===== src/include/smsw_pkg.sv =====
package smsw_pkg;

    // status word field positions
    localparam int SW_REQ_A1 = 0;
    localparam int SW_REQ_A2 = 1;
    localparam int SW_REQ_B1 = 2;
    localparam int SW_REQ_B2 = 3;
    localparam int SW_EDM_A = 4;
    localparam int SW_EDM_B = 5;
    localparam int SW_MON = 8;
    localparam int SW_SAFE = 9;
    localparam int SW_CUTOFF = 10;
    localparam int SW_ACTIVE = 16;

    localparam int SPEED_W = 32;
    localparam int POS_W = 32;
    localparam logic [31:0] WORD_RESET = 32'h0000_0000;
    localparam logic [SPEED_W-1:0] SPEED_RESET = 32'h0000_0000;
    localparam logic [POS_W-1:0] POS_RESET = 32'h0000_0000;
    localparam logic [15:0] SLOT_SEL_SAFETY = 16'h003C;
    localparam logic [31:0] SLOT_EMPTY = 32'h0000_0000;

    // per-function safety state
    typedef enum logic [1:0] {
        SMSW_STANDBY,
        SMSW_MONITORING,
        SMSW_SAFE_ST,
        SMSW_CUTOFF_ST
    } smsw_fstate_t;

    typedef struct packed {
        logic req_a1;
        logic req_a2;
        logic req_b1;
        logic req_b2;
        logic edm_a;
        logic edm_b;
    } smsw_inputs_t;

    typedef struct packed {
        logic monitoring;
        logic safe;
        logic cutoff;
    } smsw_flags_t;

    function automatic logic [SPEED_W-1:0] smsw_abs(input logic signed [SPEED_W-1:0] v);
        smsw_abs = v[SPEED_W-1] ? SPEED_W'(-v) : SPEED_W'(v);
    endfunction : smsw_abs

endpackage : smsw_pkg


===== src/verilog/smsw_fn_flags.sv =====
module smsw_fn_flags
    import smsw_pkg::*;
(
    // function states
    input wire smsw_fstate_t i_state_a,
    input wire smsw_fstate_t i_state_b,
    // combined flags
    output smsw_flags_t o_flags
);

    always_comb
    begin
        // a function stops showing monitoring while the other one cuts power
        o_flags.monitoring = (((i_state_a == SMSW_MONITORING) || (i_state_a == SMSW_SAFE_ST)) &&
                              (i_state_b != SMSW_CUTOFF_ST)) ||
                             (((i_state_b == SMSW_MONITORING) || (i_state_b == SMSW_SAFE_ST)) &&
                              (i_state_a != SMSW_CUTOFF_ST));
        // a monitoring function already counts as safe once the other one cuts power
        o_flags.safe = ((i_state_a == SMSW_SAFE_ST) || (i_state_a == SMSW_CUTOFF_ST) ||
                        ((i_state_a == SMSW_MONITORING) && (i_state_b == SMSW_CUTOFF_ST))) &&
                       ((i_state_b == SMSW_SAFE_ST) || (i_state_b == SMSW_CUTOFF_ST) ||
                        ((i_state_b == SMSW_MONITORING) && (i_state_a == SMSW_CUTOFF_ST)));
        o_flags.cutoff = (i_state_a == SMSW_CUTOFF_ST) || (i_state_b == SMSW_CUTOFF_ST);
    end

endmodule : smsw_fn_flags


===== src/verilog/smsw_pos_count.sv =====
module smsw_pos_count
    import smsw_pkg::*;
(
    // clock and reset
    input wire logic i_clk,
    input wire logic i_reset_n,
    // encoder and enable
    input wire logic i_enc_a,
    input wire logic i_enc_b,
    input wire logic i_enable,
    // count
    output logic [POS_W-1:0] o_count
);

    logic a_r;
    logic b_r;
    logic [POS_W-1:0] count_r;

    // an edge of one phase alone counts, a cycle where both phases change counts nothing: four counts per encoder pulse
    always_ff @(posedge i_clk)
    begin
        if (!i_reset_n)
        begin
            a_r <= 1'b0;
            b_r <= 1'b0;
            count_r <= POS_RESET;
        end
        else
        begin
            a_r <= i_enc_a;
            b_r <= i_enc_b;
            if (i_enable && ((a_r ^ i_enc_a) || (b_r ^ i_enc_b)))
            begin
                if ((a_r ^ b_r ^ i_enc_a ^ i_enc_b) && ((i_enc_a ^ b_r) == 1'b1))
                    count_r <= count_r + POS_W'(1);
                else if (a_r ^ b_r ^ i_enc_a ^ i_enc_b)
                    count_r <= count_r - POS_W'(1);
            end
        end
    end

    assign o_count = count_r;

endmodule : smsw_pos_count


===== src/verilog/smsw_top.sv =====
// Operation
// - show active-mode internal speed reference
// - reference view zero after reset
// - detected speed reported as magnitude
// - per-function monitoring speed as magnitude
// - accumulate position while position monitor active
// - position counts four edges per pulse
// - slot-one select 003C gives status word
// - slot-two select 003C gives status word
// - bits 0-3 are request inputs
// - bits 4-5 are device monitor inputs
// - bit 8 deceleration monitoring in progress
// - bit 9 safe state reached
// - bit 10 power cutoff operating
// - bit 16 active mode operating
// - same layout for both fieldbus generations
// - cutoff is either-function OR; monitoring is either-function OR, each masked while the other cuts power
// - safe bit needs both functions safe or cut off; a monitoring one counts as safe while the other cuts power
module smsw_top
    import smsw_pkg::*;
(
    // clock and reset
    input wire logic I_REF_CLK,
    input wire logic I_RESET_N,
    // safety inputs
    input wire smsw_inputs_t I_INPUTS,
    input wire smsw_fstate_t I_STATE_A,
    input wire smsw_fstate_t I_STATE_B,
    input wire logic I_ACTIVE_MODE,
    input wire logic I_DECEL_POSITION_MONITOR,
    // speed sources
    input wire logic I_REF_VALID,
    input wire logic signed [SPEED_W-1:0] I_ACTIVE_DECEL_SPEED_REF,
    input wire logic signed [SPEED_W-1:0] I_DETECTED_SPEED,
    input wire logic signed [SPEED_W-1:0] I_MONITOR_SPEED_A,
    input wire logic signed [SPEED_W-1:0] I_MONITOR_SPEED_B,
    // encoder
    input wire logic I_ENC_A,
    input wire logic I_ENC_B,
    // slot selection
    input wire logic [15:0] I_OPTION_SLOT_ONE_SELECT,
    input wire logic [15:0] I_OPTION_SLOT_TWO_SELECT,
    // monitor views
    output logic [SPEED_W-1:0] O_ACTIVE_DECEL_SPEED_REF_VIEW,
    output logic [SPEED_W-1:0] O_DETECTED_MOTOR_SPEED_VIEW,
    output logic [POS_W-1:0] O_DETECTED_MOTOR_POSITION_VIEW,
    output logic [SPEED_W-1:0] O_MONITOR_SPEED_A_VIEW,
    output logic [SPEED_W-1:0] O_MONITOR_SPEED_B_VIEW,
    // status word and option slots
    output logic [31:0] O_SAFETY_OPTION_MONITOR_WORD,
    output logic [31:0] O_OPTION_MONITOR_1,
    output logic [31:0] O_OPTION_MONITOR_2
);

    smsw_flags_t flags;
    logic [31:0] word_nxt;
    logic [31:0] word_r;
    logic [SPEED_W-1:0] ref_r;
    logic [SPEED_W-1:0] spd_r;
    logic [SPEED_W-1:0] mon_a_r;
    logic [SPEED_W-1:0] mon_b_r;
    logic [31:0] slot1_r;
    logic [31:0] slot2_r;

    ////////////////////////////////////////////////////////////////////////////
    smsw_fn_flags u_flags (
        .i_state_a(I_STATE_A),
        .i_state_b(I_STATE_B),
        .o_flags(flags)
    );

    smsw_pos_count u_pos (
        .i_clk(I_REF_CLK),
        .i_reset_n(I_RESET_N),
        .i_enc_a(I_ENC_A),
        .i_enc_b(I_ENC_B),
        .i_enable(I_DECEL_POSITION_MONITOR),
        .o_count(O_DETECTED_MOTOR_POSITION_VIEW)
    );

    ////////////////////////////////////////////////////////////////////////////
    // word is built whole each cycle, so reserved bits can never latch
    always_comb
    begin
        word_nxt = WORD_RESET;
        word_nxt[SW_REQ_A1] = I_INPUTS.req_a1;
        word_nxt[SW_REQ_A2] = I_INPUTS.req_a2;
        word_nxt[SW_REQ_B1] = I_INPUTS.req_b1;
        word_nxt[SW_REQ_B2] = I_INPUTS.req_b2;
        word_nxt[SW_EDM_A] = I_INPUTS.edm_a;
        word_nxt[SW_EDM_B] = I_INPUTS.edm_b;
        word_nxt[SW_MON] = flags.monitoring;
        word_nxt[SW_SAFE] = flags.safe;
        word_nxt[SW_CUTOFF] = flags.cutoff;
        word_nxt[SW_ACTIVE] = I_ACTIVE_MODE;
    end

    always_ff @(posedge I_REF_CLK)
    begin
        if (!I_RESET_N)
            word_r <= WORD_RESET;
        else
            word_r <= word_nxt;
    end

    ////////////////////////////////////////////////////////////////////////////
    // reference holds its last value until a new one is generated
    always_ff @(posedge I_REF_CLK)
    begin
        if (!I_RESET_N)
            ref_r <= SPEED_RESET;
        else if (I_REF_VALID)
            ref_r <= I_ACTIVE_DECEL_SPEED_REF;
    end

    always_ff @(posedge I_REF_CLK)
    begin
        if (!I_RESET_N)
        begin
            spd_r <= SPEED_RESET;
            mon_a_r <= SPEED_RESET;
            mon_b_r <= SPEED_RESET;
        end
        else
        begin
            spd_r <= smsw_abs(I_DETECTED_SPEED);
            mon_a_r <= (I_STATE_A != SMSW_STANDBY) ? smsw_abs(I_MONITOR_SPEED_A) : SPEED_RESET;
            mon_b_r <= (I_STATE_B != SMSW_STANDBY) ? smsw_abs(I_MONITOR_SPEED_B) : SPEED_RESET;
        end
    end

    ////////////////////////////////////////////////////////////////////////////
    // one slot mux serves both fieldbus generations; the host picks the slot
    always_ff @(posedge I_REF_CLK)
    begin
        if (!I_RESET_N)
        begin
            slot1_r <= SLOT_EMPTY;
            slot2_r <= SLOT_EMPTY;
        end
        else
        begin
            slot1_r <= (I_OPTION_SLOT_ONE_SELECT == SLOT_SEL_SAFETY) ? word_nxt : SLOT_EMPTY;
            slot2_r <= (I_OPTION_SLOT_TWO_SELECT == SLOT_SEL_SAFETY) ? word_nxt : SLOT_EMPTY;
        end
    end

    assign O_ACTIVE_DECEL_SPEED_REF_VIEW = ref_r;
    assign O_DETECTED_MOTOR_SPEED_VIEW = spd_r;
    assign O_MONITOR_SPEED_A_VIEW = mon_a_r;
    assign O_MONITOR_SPEED_B_VIEW = mon_b_r;
    assign O_SAFETY_OPTION_MONITOR_WORD = word_r;
    assign O_OPTION_MONITOR_1 = slot1_r;
    assign O_OPTION_MONITOR_2 = slot2_r;

    ////////////////////////////////////////////////////////////////////////////
    property p_reserved_zero;
        @(posedge I_REF_CLK) disable iff (!I_RESET_N)
        (word_r & 32'hFFFE_F8C0) == 32'h0000_0000;
    endproperty
    a_reserved_zero: assert property (p_reserved_zero)
        else $error("reserved status bits not zero");

    property p_req_bits;
        @(posedge I_REF_CLK) disable iff (!I_RESET_N)
        1'b1 |=> word_r[3:0] == {$past(I_INPUTS.req_b2), $past(I_INPUTS.req_b1),
                                 $past(I_INPUTS.req_a2), $past(I_INPUTS.req_a1)};
    endproperty
    a_req_bits: assert property (p_req_bits)
        else $error("request bits wrong");

    property p_edm_bits;
        @(posedge I_REF_CLK) disable iff (!I_RESET_N)
        1'b1 |=> word_r[5:4] == {$past(I_INPUTS.edm_b), $past(I_INPUTS.edm_a)};
    endproperty
    a_edm_bits: assert property (p_edm_bits)
        else $error("device monitor bits wrong");

    property p_safe_both;
        @(posedge I_REF_CLK) disable iff (!I_RESET_N)
        (I_STATE_A == SMSW_STANDBY || I_STATE_B == SMSW_STANDBY) |=> !word_r[SW_SAFE];
    endproperty
    a_safe_both: assert property (p_safe_both)
        else $error("safe bit set with a function on standby");

    property p_cutoff_either;
        @(posedge I_REF_CLK) disable iff (!I_RESET_N)
        (I_STATE_A == SMSW_CUTOFF_ST || I_STATE_B == SMSW_CUTOFF_ST) |=> word_r[SW_CUTOFF];
    endproperty
    a_cutoff_either: assert property (p_cutoff_either)
        else $error("cutoff bit missing");

    property p_mon_either;
        @(posedge I_REF_CLK) disable iff (!I_RESET_N)
        ((I_STATE_A == SMSW_MONITORING) && (I_STATE_B != SMSW_CUTOFF_ST)) ||
        ((I_STATE_B == SMSW_MONITORING) && (I_STATE_A != SMSW_CUTOFF_ST)) |=> word_r[SW_MON];
    endproperty
    a_mon_either: assert property (p_mon_either)
        else $error("monitoring bit missing");

    property p_active_bit;
        @(posedge I_REF_CLK) disable iff (!I_RESET_N)
        1'b1 |=> word_r[SW_ACTIVE] == $past(I_ACTIVE_MODE);
    endproperty
    a_active_bit: assert property (p_active_bit)
        else $error("active mode bit wrong");

    property p_slot_one;
        @(posedge I_REF_CLK) disable iff (!I_RESET_N)
        (I_OPTION_SLOT_ONE_SELECT == SLOT_SEL_SAFETY) |=> ##0 O_OPTION_MONITOR_1 == word_r;
    endproperty
    a_slot_one: assert property (p_slot_one)
        else $error("slot one not carrying status word");

    property p_slot_two;
        @(posedge I_REF_CLK) disable iff (!I_RESET_N)
        (I_OPTION_SLOT_TWO_SELECT != SLOT_SEL_SAFETY) |=> O_OPTION_MONITOR_2 == SLOT_EMPTY;
    endproperty
    a_slot_two: assert property (p_slot_two)
        else $error("slot two not empty when unselected");

    property p_speed_abs;
        @(posedge I_REF_CLK) disable iff (!I_RESET_N)
        1'b1 |=> !O_DETECTED_MOTOR_SPEED_VIEW[SPEED_W-1] || $past(I_DETECTED_SPEED) == 32'sh8000_0000;
    endproperty
    a_speed_abs: assert property (p_speed_abs)
        else $error("speed view negative");

    property p_ref_hold;
        @(posedge I_REF_CLK) disable iff (!I_RESET_N)
        (!I_REF_VALID && $past(I_RESET_N)) |=> $stable(O_ACTIVE_DECEL_SPEED_REF_VIEW);
    endproperty
    a_ref_hold: assert property (p_ref_hold)
        else $error("reference view changed without new reference");

    property p_pos_hold;
        @(posedge I_REF_CLK) disable iff (!I_RESET_N)
        (!I_DECEL_POSITION_MONITOR && $past(I_RESET_N)) |=> $stable(O_DETECTED_MOTOR_POSITION_VIEW);
    endproperty
    a_pos_hold: assert property (p_pos_hold)
        else $error("position moved while monitor off");

    property p_ref_load;
        @(posedge I_REF_CLK) disable iff (!I_RESET_N)
        I_REF_VALID |=> O_ACTIVE_DECEL_SPEED_REF_VIEW == $past(I_ACTIVE_DECEL_SPEED_REF);
    endproperty
    a_ref_load: assert property (p_ref_load)
        else $error("reference view not loaded");

    // no disable here: this one has to look through reset
    property p_ref_reset;
        @(posedge I_REF_CLK)
        !I_RESET_N |=> O_ACTIVE_DECEL_SPEED_REF_VIEW == SPEED_RESET;
    endproperty
    a_ref_reset: assert property (p_ref_reset)
        else $error("reference view not zero after reset");

    property p_speed_mag;
        @(posedge I_REF_CLK) disable iff (!I_RESET_N)
        1'b1 |=> (O_DETECTED_MOTOR_SPEED_VIEW == $past(I_DETECTED_SPEED)) ||
                 (O_DETECTED_MOTOR_SPEED_VIEW == SPEED_W'(-$past(I_DETECTED_SPEED)));
    endproperty
    a_speed_mag: assert property (p_speed_mag)
        else $error("speed view not the magnitude");

    property p_mon_a_mag;
        @(posedge I_REF_CLK) disable iff (!I_RESET_N)
        (I_STATE_A != SMSW_STANDBY) |=> (O_MONITOR_SPEED_A_VIEW == $past(I_MONITOR_SPEED_A)) ||
                                       (O_MONITOR_SPEED_A_VIEW == SPEED_W'(-$past(I_MONITOR_SPEED_A)));
    endproperty
    a_mon_a_mag: assert property (p_mon_a_mag)
        else $error("monitor speed a not the magnitude");

    property p_mon_b_mag;
        @(posedge I_REF_CLK) disable iff (!I_RESET_N)
        (I_STATE_B != SMSW_STANDBY) |=> (O_MONITOR_SPEED_B_VIEW == $past(I_MONITOR_SPEED_B)) ||
                                       (O_MONITOR_SPEED_B_VIEW == SPEED_W'(-$past(I_MONITOR_SPEED_B)));
    endproperty
    a_mon_b_mag: assert property (p_mon_b_mag)
        else $error("monitor speed b not the magnitude");

    property p_mon_a_idle;
        @(posedge I_REF_CLK) disable iff (!I_RESET_N)
        (I_STATE_A == SMSW_STANDBY) |=> O_MONITOR_SPEED_A_VIEW == SPEED_RESET;
    endproperty
    a_mon_a_idle: assert property (p_mon_a_idle)
        else $error("monitor speed a not zero on standby");

    property p_mon_b_idle;
        @(posedge I_REF_CLK) disable iff (!I_RESET_N)
        (I_STATE_B == SMSW_STANDBY) |=> O_MONITOR_SPEED_B_VIEW == SPEED_RESET;
    endproperty
    a_mon_b_idle: assert property (p_mon_b_idle)
        else $error("monitor speed b not zero on standby");

    property p_slot_one_off;
        @(posedge I_REF_CLK) disable iff (!I_RESET_N)
        (I_OPTION_SLOT_ONE_SELECT != SLOT_SEL_SAFETY) |=> O_OPTION_MONITOR_1 == SLOT_EMPTY;
    endproperty
    a_slot_one_off: assert property (p_slot_one_off)
        else $error("slot one not empty when unselected");

    property p_slot_two_on;
        @(posedge I_REF_CLK) disable iff (!I_RESET_N)
        (I_OPTION_SLOT_TWO_SELECT == SLOT_SEL_SAFETY) |=> O_OPTION_MONITOR_2 == word_r;
    endproperty
    a_slot_two_on: assert property (p_slot_two_on)
        else $error("slot two not carrying status word");

    property p_safe_set;
        @(posedge I_REF_CLK) disable iff (!I_RESET_N)
        ((I_STATE_A == SMSW_SAFE_ST) || (I_STATE_A == SMSW_CUTOFF_ST)) &&
        ((I_STATE_B == SMSW_SAFE_ST) || (I_STATE_B == SMSW_CUTOFF_ST)) |=> word_r[SW_SAFE];
    endproperty
    a_safe_set: assert property (p_safe_set)
        else $error("safe bit missing with both functions safe");

endmodule : smsw_top


===== config.mk =====
export PLATFORM = sky130hd
export DESIGN_NAME = smsw_top
export DESIGN_NICKNAME = d
export VERILOG_FILES = /design/src/include/smsw_pkg.sv /design/src/verilog/smsw_fn_flags.sv /design/src/verilog/smsw_pos_count.sv /design/src/verilog/smsw_top.sv
export SDC_FILE = /design/constraint.sdc
export NUM_CORES = 1
export LEC_CHECK = 0
export ABC_AREA = 1
export ABC_CLOCK_PERIOD_IN_PS = 3400
export CAP_MARGIN = 0
export CORE_AREA = 2 2 167 169
export CTS_CLUSTER_DIAMETER = 120
export DETAILED_ROUTE_END_ITERATION = 6
export DIE_AREA = 0 0 169 171
export DONT_BUFFER_PORTS = 1
export GPL_TIMING_DRIVEN = 0
export MAX_ROUTING_LAYER = met4
export RECOVER_POWER = 100
export SLEW_MARGIN = 15
export SYNTH_ARGS = -nofsm -noshare
export SYNTH_HDL_FRONTEND = slang
export SYNTH_SLANG_ARGS = --single-unit

===== constraint.sdc =====
create_clock -name I_REF_CLK -period 3.4 [get_ports I_REF_CLK]
set_input_delay 0.51 -clock I_REF_CLK [delete_from_list [all_inputs] [get_ports I_REF_CLK]]
set_output_delay 0.51 -clock I_REF_CLK [all_outputs]
set_load 0.05 [all_outputs]

Word level (Yosys, flattened, before mapping)
Index checks and enable logic that the tools add are counted.

Equal/unequal tests: 10. Add/subtract/negate cells: 5. Muxes and demuxes: 5. Reduce and logical (&&, ||, !) cells: 27. Bitwise operators: 6.

Operators by type and width (count): $neg 32->32 (3); $mux 31 (3); $mux 32 (2); $add 32x1->32 const B (1); $eq 16x6->1 const B (2); $sub 32x1->32 const B (1); $reduce_and 2->1 (6); $logic_or 1x1->1 (9); $eq 2x2->1 const B (4); $logic_and 1x1->1 (7); $reduce_and 3->1 (2); $reduce_bool 2->1 (3); $xor 1x1->1 (6); $eq 2x1->1 const B (2); $ne 2x2->1 const B (2).

Flip-flop bits (word level): 258. Input bits: 177.

Longest topological paths before layout
Gate-level depths: netlist of the first run.

Word-level depth: 6. Mapped depth: 16.

Cells and area by module
Synthesis of the first run repeated with hierarchy kept, for this count alone.

Cells, all modules: 1877. Area, all modules: 11777.5 um^2.

Modules (own cells, without submodules): smsw_top (cells an instance 1168, times used 1, area an instance 7915.1 um^2, seq. area each 3163.0 um^2); smsw_pos_count (cells an instance 683, times used 1, area an instance 3693.5 um^2, seq. area each 680.7 um^2); smsw_fn_flags (cells an instance 26, times used 1, area an instance 168.9 um^2, seq. area each 0.0 um^2).

Worst setup path after synthesis of the first run
No wires, ideal clock.

Path type: input -> register. Start: in I_ENC_B. End: reg u_pos.count_r[23] (netlist: u_pos.o_count[23]). Stages: 15. Setup time: 109 ps. Arrival time: 2939 ps. Slack: 352 ps. Required time: 3291 ps. Cell sequence: xor2_1 -> nand2_1 -> nand3_1 -> ha_1 -> nand2_1 -> nor2_1 -> nand3_1 -> nand2_1 -> nand2_1 -> nand2_1 -> nand2_1 -> nand3_1 -> nand3_1 -> nand2_1 -> inv_1.

Word-level cells in the longest chain between the ends: 4. Elaborated cells on any way between the ends: 8.

Ends and longest elaborated chain: start: declaration (line smsw_top.sv:39) `input wire logic I_ENC_B,`; $xor 1x1->1 (on tied branches) (line smsw_pos_count.sv:34, smsw_pos_count.sv:36, smsw_pos_count.sv:32); $logic_and 1x1->1 / $logic_or 1x1->1 (equally long branches) (line smsw_pos_count.sv:34, smsw_pos_count.sv:32); $reduce_bool 2->1 (no source line) / $logic_and 1x1->1 (equally long branches); $reduce_and 2->1 (no source line); end signal: assignment (line smsw_pos_count.sv:35) `count_r <= count_r + POS_W'(1);`; end signal: assignment (line smsw_pos_count.sv:37) `count_r <= count_r - POS_W'(1);`; end: declaration (line smsw_pos_count.sv:17) `logic [POS_W-1:0] count_r;`.

Parallel ways exist; a longest one is shown, timed or not. A chain may end at the register's enable or synchronous reset.

Worst setup path after layout of the first run
Start: reg u_pos.b_r. End: reg u_pos.count_r[28] (netlist: u_pos.o_count[28]).

Word-level cells in the longest chain between the ends: 6. Elaborated cells on any way between the ends: 11.

Ends and longest elaborated chain: start: declaration (line smsw_pos_count.sv:16) `logic b_r;`; start signal: assignment (line smsw_pos_count.sv:31) `b_r <= i_enc_b;`; $xor 1x1->1 (3 in series) (line smsw_pos_count.sv:34, smsw_pos_count.sv:36); $logic_and 1x1->1 (line smsw_pos_count.sv:34) `if ((a_r ^ b_r ^ i_enc_a ^ i_enc_b) && ((i_enc_a ^ b_r) == 1'b1))`; $reduce_bool 2->1 (no source line); $reduce_and 2->1 (no source line).

Parallel ways exist; a longest one is shown, timed or not.

==> load_flow_metrics.sql, run 1 <==
INSERT INTO impl_metrics (metric_group, metric, value, unit) VALUES
('clocking', 'cts_inserted_buffers', '17', ''),
('synthesis', 'synth-edff-count', '0', ''),
('drt', 'drt.antenna.violating_nets', '0', ''),
('global_route', 'grt_antenna_before_repair', '0', ''),
('drt', 'routed_wire_per_std_cell', '16.6', 'um'),
('placement', 'placed_area', '0.0123', 'mm^2'),
('timing', 'finalHoldViolations', '0', ''),
('global_route', 'grt.overflow.total', '0', ''),
('synthesis', 'syn-mean-instance-area', '6.48', 'um^2'),
('synthesis', 'synth.cell_area', '0.0116', 'mm^2'),
('synthesis', 'post-synth-top-area-cell', 'dfxtp_1', ''),
('outcome', 'status', 'complete, no violations', ''),
('die', 'die-area', '0.0289', 'mm^2'),
('final_layout', 'layout-drive-gt1-share', '0.0821', ''),
('drt', 'num_vias', '11100', ''),
('critical_path', 'worst-path-max-fanout', '22', ''),
('critical_path', 'setup.worst_path.end', 'u_pos.o_count[28]$_SDFFE_PN0P_', ''),
('die', 'starting_density', '0.425', ''),
('timing', 'finalCritPeriodShare', '0.868', ''),
('clocking', 'cts.repair_timing.setup_buffer_count', '0', ''),
('timing', 'maxClockFrequency', '339', 'MHz'),
('synthesis', 'synth_cell_types', '54', ''),
('die', 'die_h', '171', 'um'),
('synthesis', 'synth.ff_latch_count', '192', ''),
('global_route', 'globalRouteTotalUtil', '0.257', ''),
('drt', 'drt_total_wl', '37000', 'um'),
('synthesis', 'yosysWarnings', '0', ''),
('global_route', 'grt_start_max_net_pins', '23', ''),
('job', 'maxCapViolations', '0', ''),
('pwr', 'totalPowerFinal', '7.11', 'mW'),
('pwr', 'ir_worst_vdd', '0.276', 'mV'),
('synthesis', 'synthFlopType', 'dfxtp_1', ''),
('final_layout', 'final_cell_area', '0.0129', 'mm^2'),
('die', 'core_area', '0.0273', 'mm^2'),
('final_layout', 'antenna_cells', '0', ''),
('synthesis', 'synth_async_reset_ratio', '0', ''),
('final_layout', 'flow.area_growth_from_synthesis', '11.2', '%'),
('hold_path', 'holdCritPathClass', 'in2reg', ''),
('timing', 'timing_worst_slew_pin_value', '0.908', 'ns'),
('timing', 'timing.final.crit_period', '2.95', 'ns'),
('pwr', 'pwr_density_cell', '551', 'mW/mm^2'),
('critical_path', 'crit-reg2reg-launch', 'u_pos.b_r$_SDFF_PN0_', ''),
('synthesis', 'netlist.area_leader.share', '0.331', ''),
('clocking', 'tritoncts', 'built', ''),
('critical_path', 'critical_path_class', 'reg2reg', ''),
('clocking', 'clock-root-buffer', 'clkbuf_16', ''),
('clocking', 'clk_pin_slew', '0.08', 'ns'),
('clocking', 'clock_latency', '0.45', 'ns'),
('synthesis', 'syn-instance-count', '1790', ''),
('die', 'row_count', '61', ''),
('global_route', 'grt_first_pass_wirelength', '55800', 'um'),
('critical_path', 'worst_setup_path_startpoint', 'u_pos.b_r$_SDFF_PN0_', ''),
('timing', 'grt_setup_unrepaired', 'false', ''),
('drt', 'drt_first_pass_iters', '5', ''),
('critical_path', 'crit_path_start_kind', 'flop', ''),
('synthesis', 'yosysSeqAreaShare', '0.331', ''),
('critical_path', 'required_arrival_time_at_the_worst_endpoint', '3.75', 'ns'),
('timing', 'final_max_slew_viol_count', '0', ''),
('drt', 'detailedRoute.firstIterationViolations', '723', ''),
('die', 'top_level_ports', '433', ''),
('final_layout', 'finalCoreUtilization', '0.472', ''),
('critical_path', 'crit_arrival', '3.30', 'ns'),
('clocking', 'htree_num_levels', '4', ''),
('critical_path', 'reg2reg_slack', '0.45', 'ns'),
('final_layout', 'finalNetCount', '2097', ''),
('drt', 'route.detailed.vias_per_inst', '4.96', ''),
('critical_path', 'worst_r2r_endpoint', 'u_pos.o_count[28]$_SDFFE_PN0P_', ''),
('placement', 'globalplace.congestion', '0.925', ''),
('die', 'die_width', '169', 'um'),
('placement', 'hpwlAfterDp', '29800', 'um'),
('clocking', 'tritoncts_num_sinks', '192', ''),
('drt', 'drcViolationCount', '0', ''),
('timing', 'max-slew-margin-rel', '0.394', ''),
('critical_path', 'critPathCaptureType', 'flop', ''),
('synthesis', 'main_area_contributors_after_synthesis', 'dfxtp_1, nand2_1, inv_1', ''),
('placement', 'port_buffer_cells', '0', ''),
('timing', 'clock-skew-final', '0.0132', 'ns'),
('timing', 'fin_worst_hold_slack', '0.142', 'ns'),
('clocking', 'clock_tree.buffer_depth', '2', ''),
('critical_path', 'rr_worst_depth', '13', ''),
('timing', 'setup-violations-final', '0', ''),
('pwr', 'leak_pwr', '6.67', 'nW'),
('clocking', 'holdBufCountCts', '0', ''),
('clocking', 'cts-resized-gates', '0', ''),
('global_route', 'first_global_vias', '10400', '');
per-stage QoR:
stage | worst slack [ns] | std cells | setup TNS (ns)
4_1_cts | 0.488 | 2234 | 0
5_1_grt | 0.133 | 2234 | 0
3_3_place_gp | -0.602 | 2201 | -13.24
2_1_floorplan | 0.352 | 1855 | 0
6_report | 0.450 | 2234 | 0
3_5_place_dp | 0.400 | 2202 | 0
per-layer routing:
layer  track usage  vias up  share of wire
li1              -     5676              -
met1         0.314     4927           0.42
met2         0.408      420           0.46
met3        0.0736       49          0.085
met4        0.0918        0          0.028
met5             -        -              0
Yosys cell counts, drive strengths merged (3+ instances only):
cell / count
nand3b: 4
a21oi: 105
a211oi: 3
a31oi: 6
xor2: 16
dfxtp: 192
nor4: 5
xnor2: 7
nand3: 99
inv: 278
nor2: 277
and2: 4
clkbuf: 23
nand2: 426
nor3: 41
nand4: 26
ha: 44
o21bai: 6
o21ai: 104
buf: 84
o21a: 22
cell type report:
type | instances | area [um^2]
Clock buffer | 21 | 470
Tap cell | 346 | 433
Timing Repair Buffer | 1 | 27.5
Inverter | 280 | 1060
Fill cell | 2867 | 14400
Buffer | 107 | 726
Clock inverter | 11 | 144
Multi-Input combinational cell | 1276 | 6210
Sequential cell | 192 | 3840
report_power, final:
| part | internal [mW] | switching (mW) | total [mW] |
|---|---|---|---|
| sequential | 2.41 | 0.674 | 3.08 |
| combinational | 0.627 | 1.29 | 1.92 |
| clock | 1.11 | 1.00 | 2.11 |
worst max-delay path: stages, from the launching register on:
cell and delay [ns]:
dfxtp_1 0.39, xor2_1 0.23, nand3_2 0.39, buf_16 0.32, ha_1 0.37, nand2_1 0.12, nor2_1 0.30, nand3_1 0.12
nand3_1 0.20, nand2_1 0.13, nand3_1 0.10, nand3_1 0.08, nand2_1 0.06, inv_1 0.03
worst min path at each step:
| stage | startpoint | cells past startpoint | endpoint | slack (ns) |
|---|---|---|---|---|
| 2_1_floorplan | I_MONITOR_SPEED_A[3] | 1 | O_MONITOR_SPEED_A_VIEW[3]$_SDFF_PN0_ | 0.60 |
| 3_3_place_gp | I_MONITOR_SPEED_A[7] | 1 | O_MONITOR_SPEED_A_VIEW[7]$_SDFF_PN0_ | 0.60 |
| 3_5_place_dp | I_MONITOR_SPEED_A[3] | 1 | O_MONITOR_SPEED_A_VIEW[3]$_SDFF_PN0_ | 0.60 |
| 4_1_cts | I_DETECTED_SPEED[3] | 1 | O_DETECTED_MOTOR_SPEED_VIEW[3]$_SDFF_PN0_ | 0.12 |
| 5_1_grt | I_MONITOR_SPEED_A[7] | 1 | O_MONITOR_SPEED_A_VIEW[7]$_SDFF_PN0_ | 0.12 |
| 6_report | I_MONITOR_SPEED_B[15] | 1 | O_MONITOR_SPEED_B_VIEW[15]$_SDFF_PN0_ | 0.14 |
logic make-up (layout without fill, tap and decap cells):
| family | count (synthesis) | count (layout) | share of synthesized area |
|---|---|---|---|
| buffers and inverters | 387 | 420 | 0.155 |
| other | 1 | 66 | 0.000323 |
| AOI/OAI and AO/OA | 253 | 253 | 0.121 |
| adders and majority gates | 45 | 45 | 0.0492 |
| DFF | 192 | 192 | 0.331 |
| xor gates and xnor gates | 23 | 23 | 0.0174 |
| and+or+nand+nor | 889 | 889 | 0.326 |
sequential cells by signal, indices dropped and copies added, names as in the netlist:
register                       count
u_pos.a_r                          1
u_pos.o_count                     32
O_DETECTED_MOTOR_SPEED_VIEW       32
u_pos.b_r                          1
O_SAFETY_OPTION_MONITOR_WORD      10
O_OPTION_MONITOR_2                10
O_OPTION_MONITOR_1                10
O_MONITOR_SPEED_A_VIEW            32
O_MONITOR_SPEED_B_VIEW            32
O_ACTIVE_DECEL_SPEED_REF_VIEW     32
cell usage in the layout (no fill, tap or decap), drive strengths merged:
master | netlist | layout
bufinv | 0 | 1
nor3 | 41 | 41
o21bai | 6 | 6
a221oi | 1 | 1
or2 | 2 | 2
clkinv | 2 | 5
and2 | 4 | 4
conb | 1 | 66
o21a | 22 | 22
a211oi | 3 | 3
a21o | 2 | 2
a21oi | 105 | 105
inv | 278 | 284
nand4 | 26 | 26
clkbuf | 23 | 50
a31oi | 6 | 6
clkinvlp | 0 | 1
nor2 | 277 | 277
o21ai | 104 | 104
nor4 | 5 | 5
fa | 1 | 1
nor4b | 2 | 2
ha | 44 | 44
o22ai | 1 | 1
buf | 84 | 79
nand2 | 426 | 426
and3 | 2 | 2
dfxtp | 192 | 192
o31ai | 1 | 1
xnor2 | 7 | 7
nand3 | 99 | 99
xor2 | 16 | 16
nand3b | 4 | 4
o211ai | 2 | 2
nor3b | 1 | 1
(Power assumes the default switching activity.)
==> inputs of run 2 (changes only) <==
- ABC_CLOCK_PERIOD_IN_PS: 3400 -> 2650
- clock period: 3.4 -> 2.65 ns (I/O delays scaled with it)
==> load_flow_metrics.sql, run 2 (synthesis gave the netlist of run 1 again) <==
INSERT INTO impl_metrics (metric_group, metric, value, unit) VALUES
('outcome', 'status', 'complete, no violations', ''),
('drt', 'route.top_layer_used', 'met4', ''),
('timing', 'max-slew-margin-rel', '0.481', ''),
('critical_path', 'critPathCaptureType', 'flop', ''),
('critical_path', 'crit_arrival', '2.87', 'ns'),
('die', 'row_count', '61', ''),
('drt', 'route.detailed.vias_per_inst', '4.98', ''),
('die', 'die_width', '169', 'um'),
('die', 'starting_density', '0.425', ''),
('critical_path', 'number_of_buffers_and_inverters_on_the_critical_path', '2', ''),
('critical_path', 'critical_path_class', 'reg2reg', ''),
('pwr', 'pwr_density_cell', '712', 'mW/mm^2'),
('final_layout', 'layout_common_cells', 'nand2_1, inv_1, nor2_1', ''),
('timing', 'finalHoldViolations', '0', ''),
('die', 'top_level_ports', '433', ''),
('critical_path', 'cp_slowest_stage_delay', '0.39', 'ns'),
('placement', 'placed_cells', '2201', ''),
('final_layout', 'layout.cells.most_common', 'nand2_1', ''),
('critical_path', 'cell_class_contributing_the_biggest_share_of_worst_path_delay', 'simple AND/OR/NAND/NOR gates', ''),
('drt', 'num_vias', '11200', ''),
('critical_path', 'required_arrival_time_at_the_worst_endpoint', '3.00', 'ns'),
('placement', 'placed_area', '0.0123', 'mm^2'),
('final_layout', 'finalNetCount', '2102', ''),
('drt', 'detailedRoute.firstIterationViolations', '733', ''),
('placement', 'hpwlAfterDp', '29600', 'um'),
('drt', 'drt_first_pass_iters', '6', ''),
('drt', 'drcViolationCount', '0', ''),
('clocking', 'cts_inserted_buffers', '17', ''),
('hold_path', 'holdCritPathClass', 'in2reg', ''),
('timing', 'setup-violations-final', '0', ''),
('final_layout', 'flow.area_growth_from_synthesis', '12.9', '%'),
('timing', 'timing.final.crit_period', '2.52', 'ns'),
('clocking', 'clock_latency', '0.45', 'ns'),
('final_layout', 'fill_count', '2833', ''),
('global_route', 'grt.overflow.total', '0', ''),
('placement', 'globalplace.congestion', '0.941', ''),
('drt', 'route.met3.wl', '3460', 'um'),
('die', 'die-area', '0.0289', 'mm^2'),
('drt', 'met2_length', '17600', 'um'),
('global_route', 'grt_start_max_net_pins', '20', ''),
('die', 'core_area', '0.0273', 'mm^2'),
('final_layout', 'antenna_cells', '0', ''),
('final_layout', 'final_cell_area', '0.0131', 'mm^2'),
('drt', 'post_route_m1_wl', '16200', 'um'),
('final_layout', 'instances_no_fill', '2239', ''),
('timing', 'fin_worst_hold_slack', '0.0288', 'ns'),
('timing', 'timing_worst_slew_pin_value', '0.778', 'ns'),
('final_layout', 'finalCoreUtilization', '0.480', ''),
('placement', 'port_buffer_cells', '0', ''),
('clocking', 'htree_num_levels', '4', ''),
('global_route', 'grt_antenna_before_repair', '0', ''),
('clocking', 'tritoncts', 'built', ''),
('critical_path', 'worst-path-max-fanout', '18', ''),
('global_route', 'globalRouteTotalUtil', '0.258', ''),
('critical_path', 'crit_path_start_kind', 'flop', ''),
('drt', 'routed_wire_per_std_cell', '16.9', 'um'),
('die', 'die_h', '171', 'um'),
('drt', 'drt_total_wl', '37800', 'um'),
('timing', 'finalCritPeriodShare', '0.950', ''),
('final_layout', 'layout-drive-gt1-share', '0.0998', ''),
('timing', 'maxClockFrequency', '397', 'MHz'),
('clocking', 'tritoncts_num_sinks', '192', ''),
('clocking', 'clock-root-buffer', 'clkbuf_16', ''),
('drt', 'drt.antenna.violating_nets', '0', ''),
('timing', 'final_max_slew_viol_count', '0', ''),
('clocking', 'clock_tree.buffer_depth', '2', ''),
('pwr', 'leak_pwr', '6.72', 'nW'),
('critical_path', 'worstPathCellList', 'xor2_2 -> nand2_2 -> nand3_4 -> buf_12 -> ha_1 -> nand2_1 -> nor2_1 -> and2_1 -> nand2_1 -> nand2_1 -> nand2_2 -> nand3_1 -> nand3_1 -> nand2_1 -> inv_1', ''),
('global_route', 'first_global_vias', '10200', ''),
('clocking', 'clk_pin_slew', '0.08', 'ns'),
('job', 'maxCapViolations', '0', ''),
('timing', 'grt_setup_unrepaired', 'true', ''),
('critical_path', 'cp_common_cell', 'nand2_1', ''),
('timing', 'clock-skew-final', '0.0138', 'ns'),
('critical_path', 'critPathSlowestCell', 'dfxtp_4', ''),
('pwr', 'ir_worst_vdd', '0.328', 'mV'),
('global_route', 'grt_first_pass_wirelength', '56300', 'um');
## run 2: power by group
group          internal [mW]  switching, mW  total [mW]
Clock                   1.45           1.35        2.80
Combinational          0.861           1.72        2.58
Sequential              3.09          0.870        3.96
## run 2: per-layer routing
| layer | vias to the layer above | track usage |
|---|---|---|
| met5 | - | - |
| met4 | 0 | 0.0621 |
| met3 | 35 | 0.0759 |
| met2 | 425 | 0.416 |
| met1 | 5015 | 0.320 |
| li1 | 5682 | - |
## run 2: layout make-up
cell class	count	area, um^2	area share
Multi-Input combinational cell	1277	6360	0.485
Sequential cell	192	3850	0.294
Inverter	280	1060	0.0807
Buffer	107	728	0.0556
Tap cell	346	433	0.0330
Clock buffer	18	429	0.0327
Clock inverter	14	191	0.0146
Timing Repair Buffer	5	62.6	0.00477
## run 2: path summary, 6_finish.rpt
path                                      start                                         to  slack [ns]  cells after the start
hold / removal              I_DETECTED_SPEED[2]  O_DETECTED_MOTOR_SPEED_VIEW[2]$_SDFF_PN0_        0.03                      1
setup reg to reg           u_pos.b_r$_SDFF_PN0_             u_pos.o_count[23]$_SDFFE_PN0P_        0.13                     15
setup / recovery           u_pos.b_r$_SDFF_PN0_             u_pos.o_count[23]$_SDFFE_PN0P_        0.13                     15
hold reg to reg   u_pos.o_count[0]$_SDFFE_PN0P_              u_pos.o_count[0]$_SDFFE_PN0P_        0.70                      2
## run 2: what timing repair did
action | CTS | global route
hold buffers | 0 | 0
setup endpoints to repair | 29 | 23
gates cloned | 1 | 0
pin swaps | 2 | 1
gates resized for setup | 4 | 37
buffers inserted | 5 | 0
endpoints found under the hold margin | 0 | 0
## run 2: per-stage QoR
step | TNS, ns | total power [mW] | setup slack (ns)
after floorplan | 0 | 5.90 | 0.110
after global placement | -14.13 | 6.42 | -0.661
after detailed placement | -13.86 | 6.44 | -0.637
after CTS | 0 | 9.27 | 0.0113
after global routing | -0.209 | 9.84 | -0.0899
final | 0 | 9.33 | 0.132
==> inputs of run 3 (changes only) <==
- CORE_AREA: 2 2 167 169 -> 5 5 165 167
- DIE_AREA: 0 0 169 171 -> 0 0 170 172
- REMOVE_ABC_BUFFERS: unset -> 1
==> load_flow_metrics.sql, run 3 (synthesis gave the netlist of run 1 again) <==
INSERT INTO impl_metrics (metric_group, metric, value, unit) VALUES
('outcome', 'status', 'complete, no violations', ''),
('die', 'starting_density', '0.453', ''),
('drt', 'detailedRoute.firstIterationViolations', '598', ''),
('clocking', 'clk_pin_slew', '0.09', 'ns'),
('critical_path', 'crit_arrival', '2.82', 'ns'),
('pwr', 'ir_worst_vdd', '0.431', 'mV'),
('final_layout', 'layout-drive-gt1-share', '0.0544', ''),
('critical_path', 'worst-path-max-fanout', '24', ''),
('hold_path', 'holdCritPathClass', 'in2reg', ''),
('timing', 'finalHoldViolations', '0', ''),
('critical_path', 'rr_worst_depth', '14', ''),
('clocking', 'clock-root-buffer', 'clkbuf_16', ''),
('pwr', 'totalPowerFinal', '8.97', 'mW'),
('clocking', 'tritoncts_num_sinks', '192', ''),
('clocking', 'htree_num_levels', '4', ''),
('timing', 'final_max_slew_viol_count', '0', ''),
('drt', 'routed_wire_per_std_cell', '16.5', 'um'),
('clocking', 'tritoncts', 'built', ''),
('global_route', 'grt_start_max_net_pins', '99', ''),
('global_route', 'globalRouteTotalUtil', '0.235', ''),
('final_layout', 'finalNetCount', '1991', ''),
('die', 'top_level_ports', '433', ''),
('final_layout', 'flow.area_growth_from_synthesis', '5.69', '%'),
('final_layout', 'layout_common_cells', 'nand2_1, inv_1, nor2_1', ''),
('global_route', 'grt_antenna_before_repair', '0', ''),
('timing', 'grt_setup_unrepaired', 'true', ''),
('timing', 'timing.final.crit_period', '2.48', 'ns'),
('drt', 'route.detailed.vias_per_inst', '4.89', ''),
('clocking', 'clock_latency', '0.43', 'ns'),
('timing', 'timing_worst_slew_pin_value', '1.32', 'ns'),
('global_route', 'grt.overflow.total', '0', ''),
('placement', 'hpwlAfterDp', '27600', 'um'),
('timing', 'worst_path_setup_slack_after_routing', '0.168', 'ns'),
('pwr', 'leak_pwr', '6.24', 'nW'),
('critical_path', 'crit_path_start_kind', 'flop', ''),
('drt', 'drt_total_wl', '34900', 'um'),
('hold_path', 'hold_path_depth', '1', ''),
('placement', 'port_buffer_cells', '0', ''),
('final_layout', 'layout.cells.most_common', 'nand2_1', ''),
('die', 'die-area', '0.0292', 'mm^2'),
('drt', 'drcViolationCount', '0', ''),
('critical_path', 'critPathCaptureType', 'flop', ''),
('global_route', 'grt_first_pass_wirelength', '53000', 'um'),
('timing', 'maxClockFrequency', '403', 'MHz'),
('clocking', 'cts_inserted_buffers', '17', ''),
('placement', 'pre_cts_ws', '-0.313', 'ns'),
('die', 'die_width', '170', 'um'),
('clocking', 'clock_tree.buffer_depth', '2', ''),
('die', 'die_h', '172', 'um'),
('die', 'row_count', '59', ''),
('drt', 'num_vias', '10400', ''),
('job', 'maxCapViolations', '0', ''),
('global_route', 'first_global_vias', '9890', ''),
('critical_path', 'required_arrival_time_at_the_worst_endpoint', '2.98', 'ns'),
('placement', 'placed_cells', '2084', ''),
('timing', 'clock-skew-final', '0.00890', 'ns'),
('final_layout', 'instances_no_fill', '2117', ''),
('placement', 'globalplace.congestion', '0.911', ''),
('die', 'core_area', '0.0256', 'mm^2'),
('timing', 'finalCritPeriodShare', '0.937', ''),
('timing', 'max-slew-margin-rel', '0.116', ''),
('pwr', 'pwr_density_cell', '731', 'mW/mm^2'),
('drt', 'drt_first_pass_iters', '7', ''),
('final_layout', 'antenna_cells', '0', ''),
('drt', 'drt.antenna.violating_nets', '0', ''),
('timing', 'setup-violations-final', '0', ''),
('critical_path', 'critical_path_class', 'reg2reg', ''),
('final_layout', 'fill_count', '2694', ''),
('timing', 'setup_tns', '0', 'ns');
[run 3: cell types whose count changed in the layout (fill, tap and decap cells not counted), moves of 3 or more]
cell | previous run | this run
buf_4 | 70 | 1
clkbuf_1 | 30 | 0
nand2_1 | 408 | 417
nand2_2 | 17 | 8
buf_12 | 5 | 0
a21oi_1 | 99 | 103
a21oi_2 | 6 | 2
buf_1 | 4 | 0
inv_2 | 3 | 7
clkinv_8 | 3 | 6
o21ai_0 | 87 | 90
[run 3: layer usage]
metal  wire, um  vias up  global-route usage
li1           -     5456                   -
met1      13900     4555               0.264
met2      17100      318               0.400
met3       3210       32              0.0860
met4        639        0              0.0597
met5          0        -                   -
[run 3: layout make-up]
type	instances	area, um^2	area share
flip-flops and latches	192	3850	0.314
repair buffers	2	35.0	0.00286
well taps	335	419	0.0342
inverters	280	1060	0.0863
clock inverters	15	209	0.0170
clock buffers	17	425	0.0347
multi-input cells	1276	6270	0.511
[run 3: worst paths after layout]
path | from | endpoint | slack [ns]
worst min register to register | O_ACTIVE_DECEL_SPEED_REF_VIEW[22]$_SDFFE_PN0P_ | O_ACTIVE_DECEL_SPEED_REF_VIEW[22]$_SDFFE_PN0P_ | 0.78
worst max-delay path | u_pos.b_r$_SDFF_PN0_ | u_pos.o_count[29]$_SDFFE_PN0P_ | 0.17
worst max register to register | u_pos.b_r$_SDFF_PN0_ | u_pos.o_count[29]$_SDFFE_PN0P_ | 0.17
worst min-delay path | I_MONITOR_SPEED_A[3] | O_MONITOR_SPEED_A_VIEW[3]$_SDFF_PN0_ | 0.04
[run 3: worst max-delay path: stages, from the launching register on]
cell and delay (ns):
dfxtp_4 0.37, xor2_2 0.23, nand3_4 0.12, buf_16 0.18, ha_1 0.37, nand2_1 0.12
nor2_1 0.21, and2_1 0.16, nand2_1 0.05, nand2_1 0.16, nand2_1 0.13, nand3_1 0.09
nand3_1 0.07, nand2_1 0.07, inv_1 0.03
[run 3: what timing repair did]
action                                  4_1_cts  5_1_grt
hold buffers                                  0        0
pin swaps                                     0        1
setup buffers                                 1        0
resized for setup                             4       21
endpoints found under the setup margin       23       18
[run 3: stage by stage]
stage	instance area, um^2	util	hold WS (ns)
final	12300	0.479	0.0369
after global routing	12300	0.479	0.0164
after CTS	12200	0.478	0.0198
after detailed placement	11600	0.452	0.491
after global placement	11500	0.450	0.490
after floorplan	11100	-	0.487
[run 3: where the power goes]
group          internal [mW]  total (mW)  switching (mW)
Clock                   1.38        2.71            1.33
Combinational          0.732        2.30            1.57
Sequential              3.09        3.95           0.866
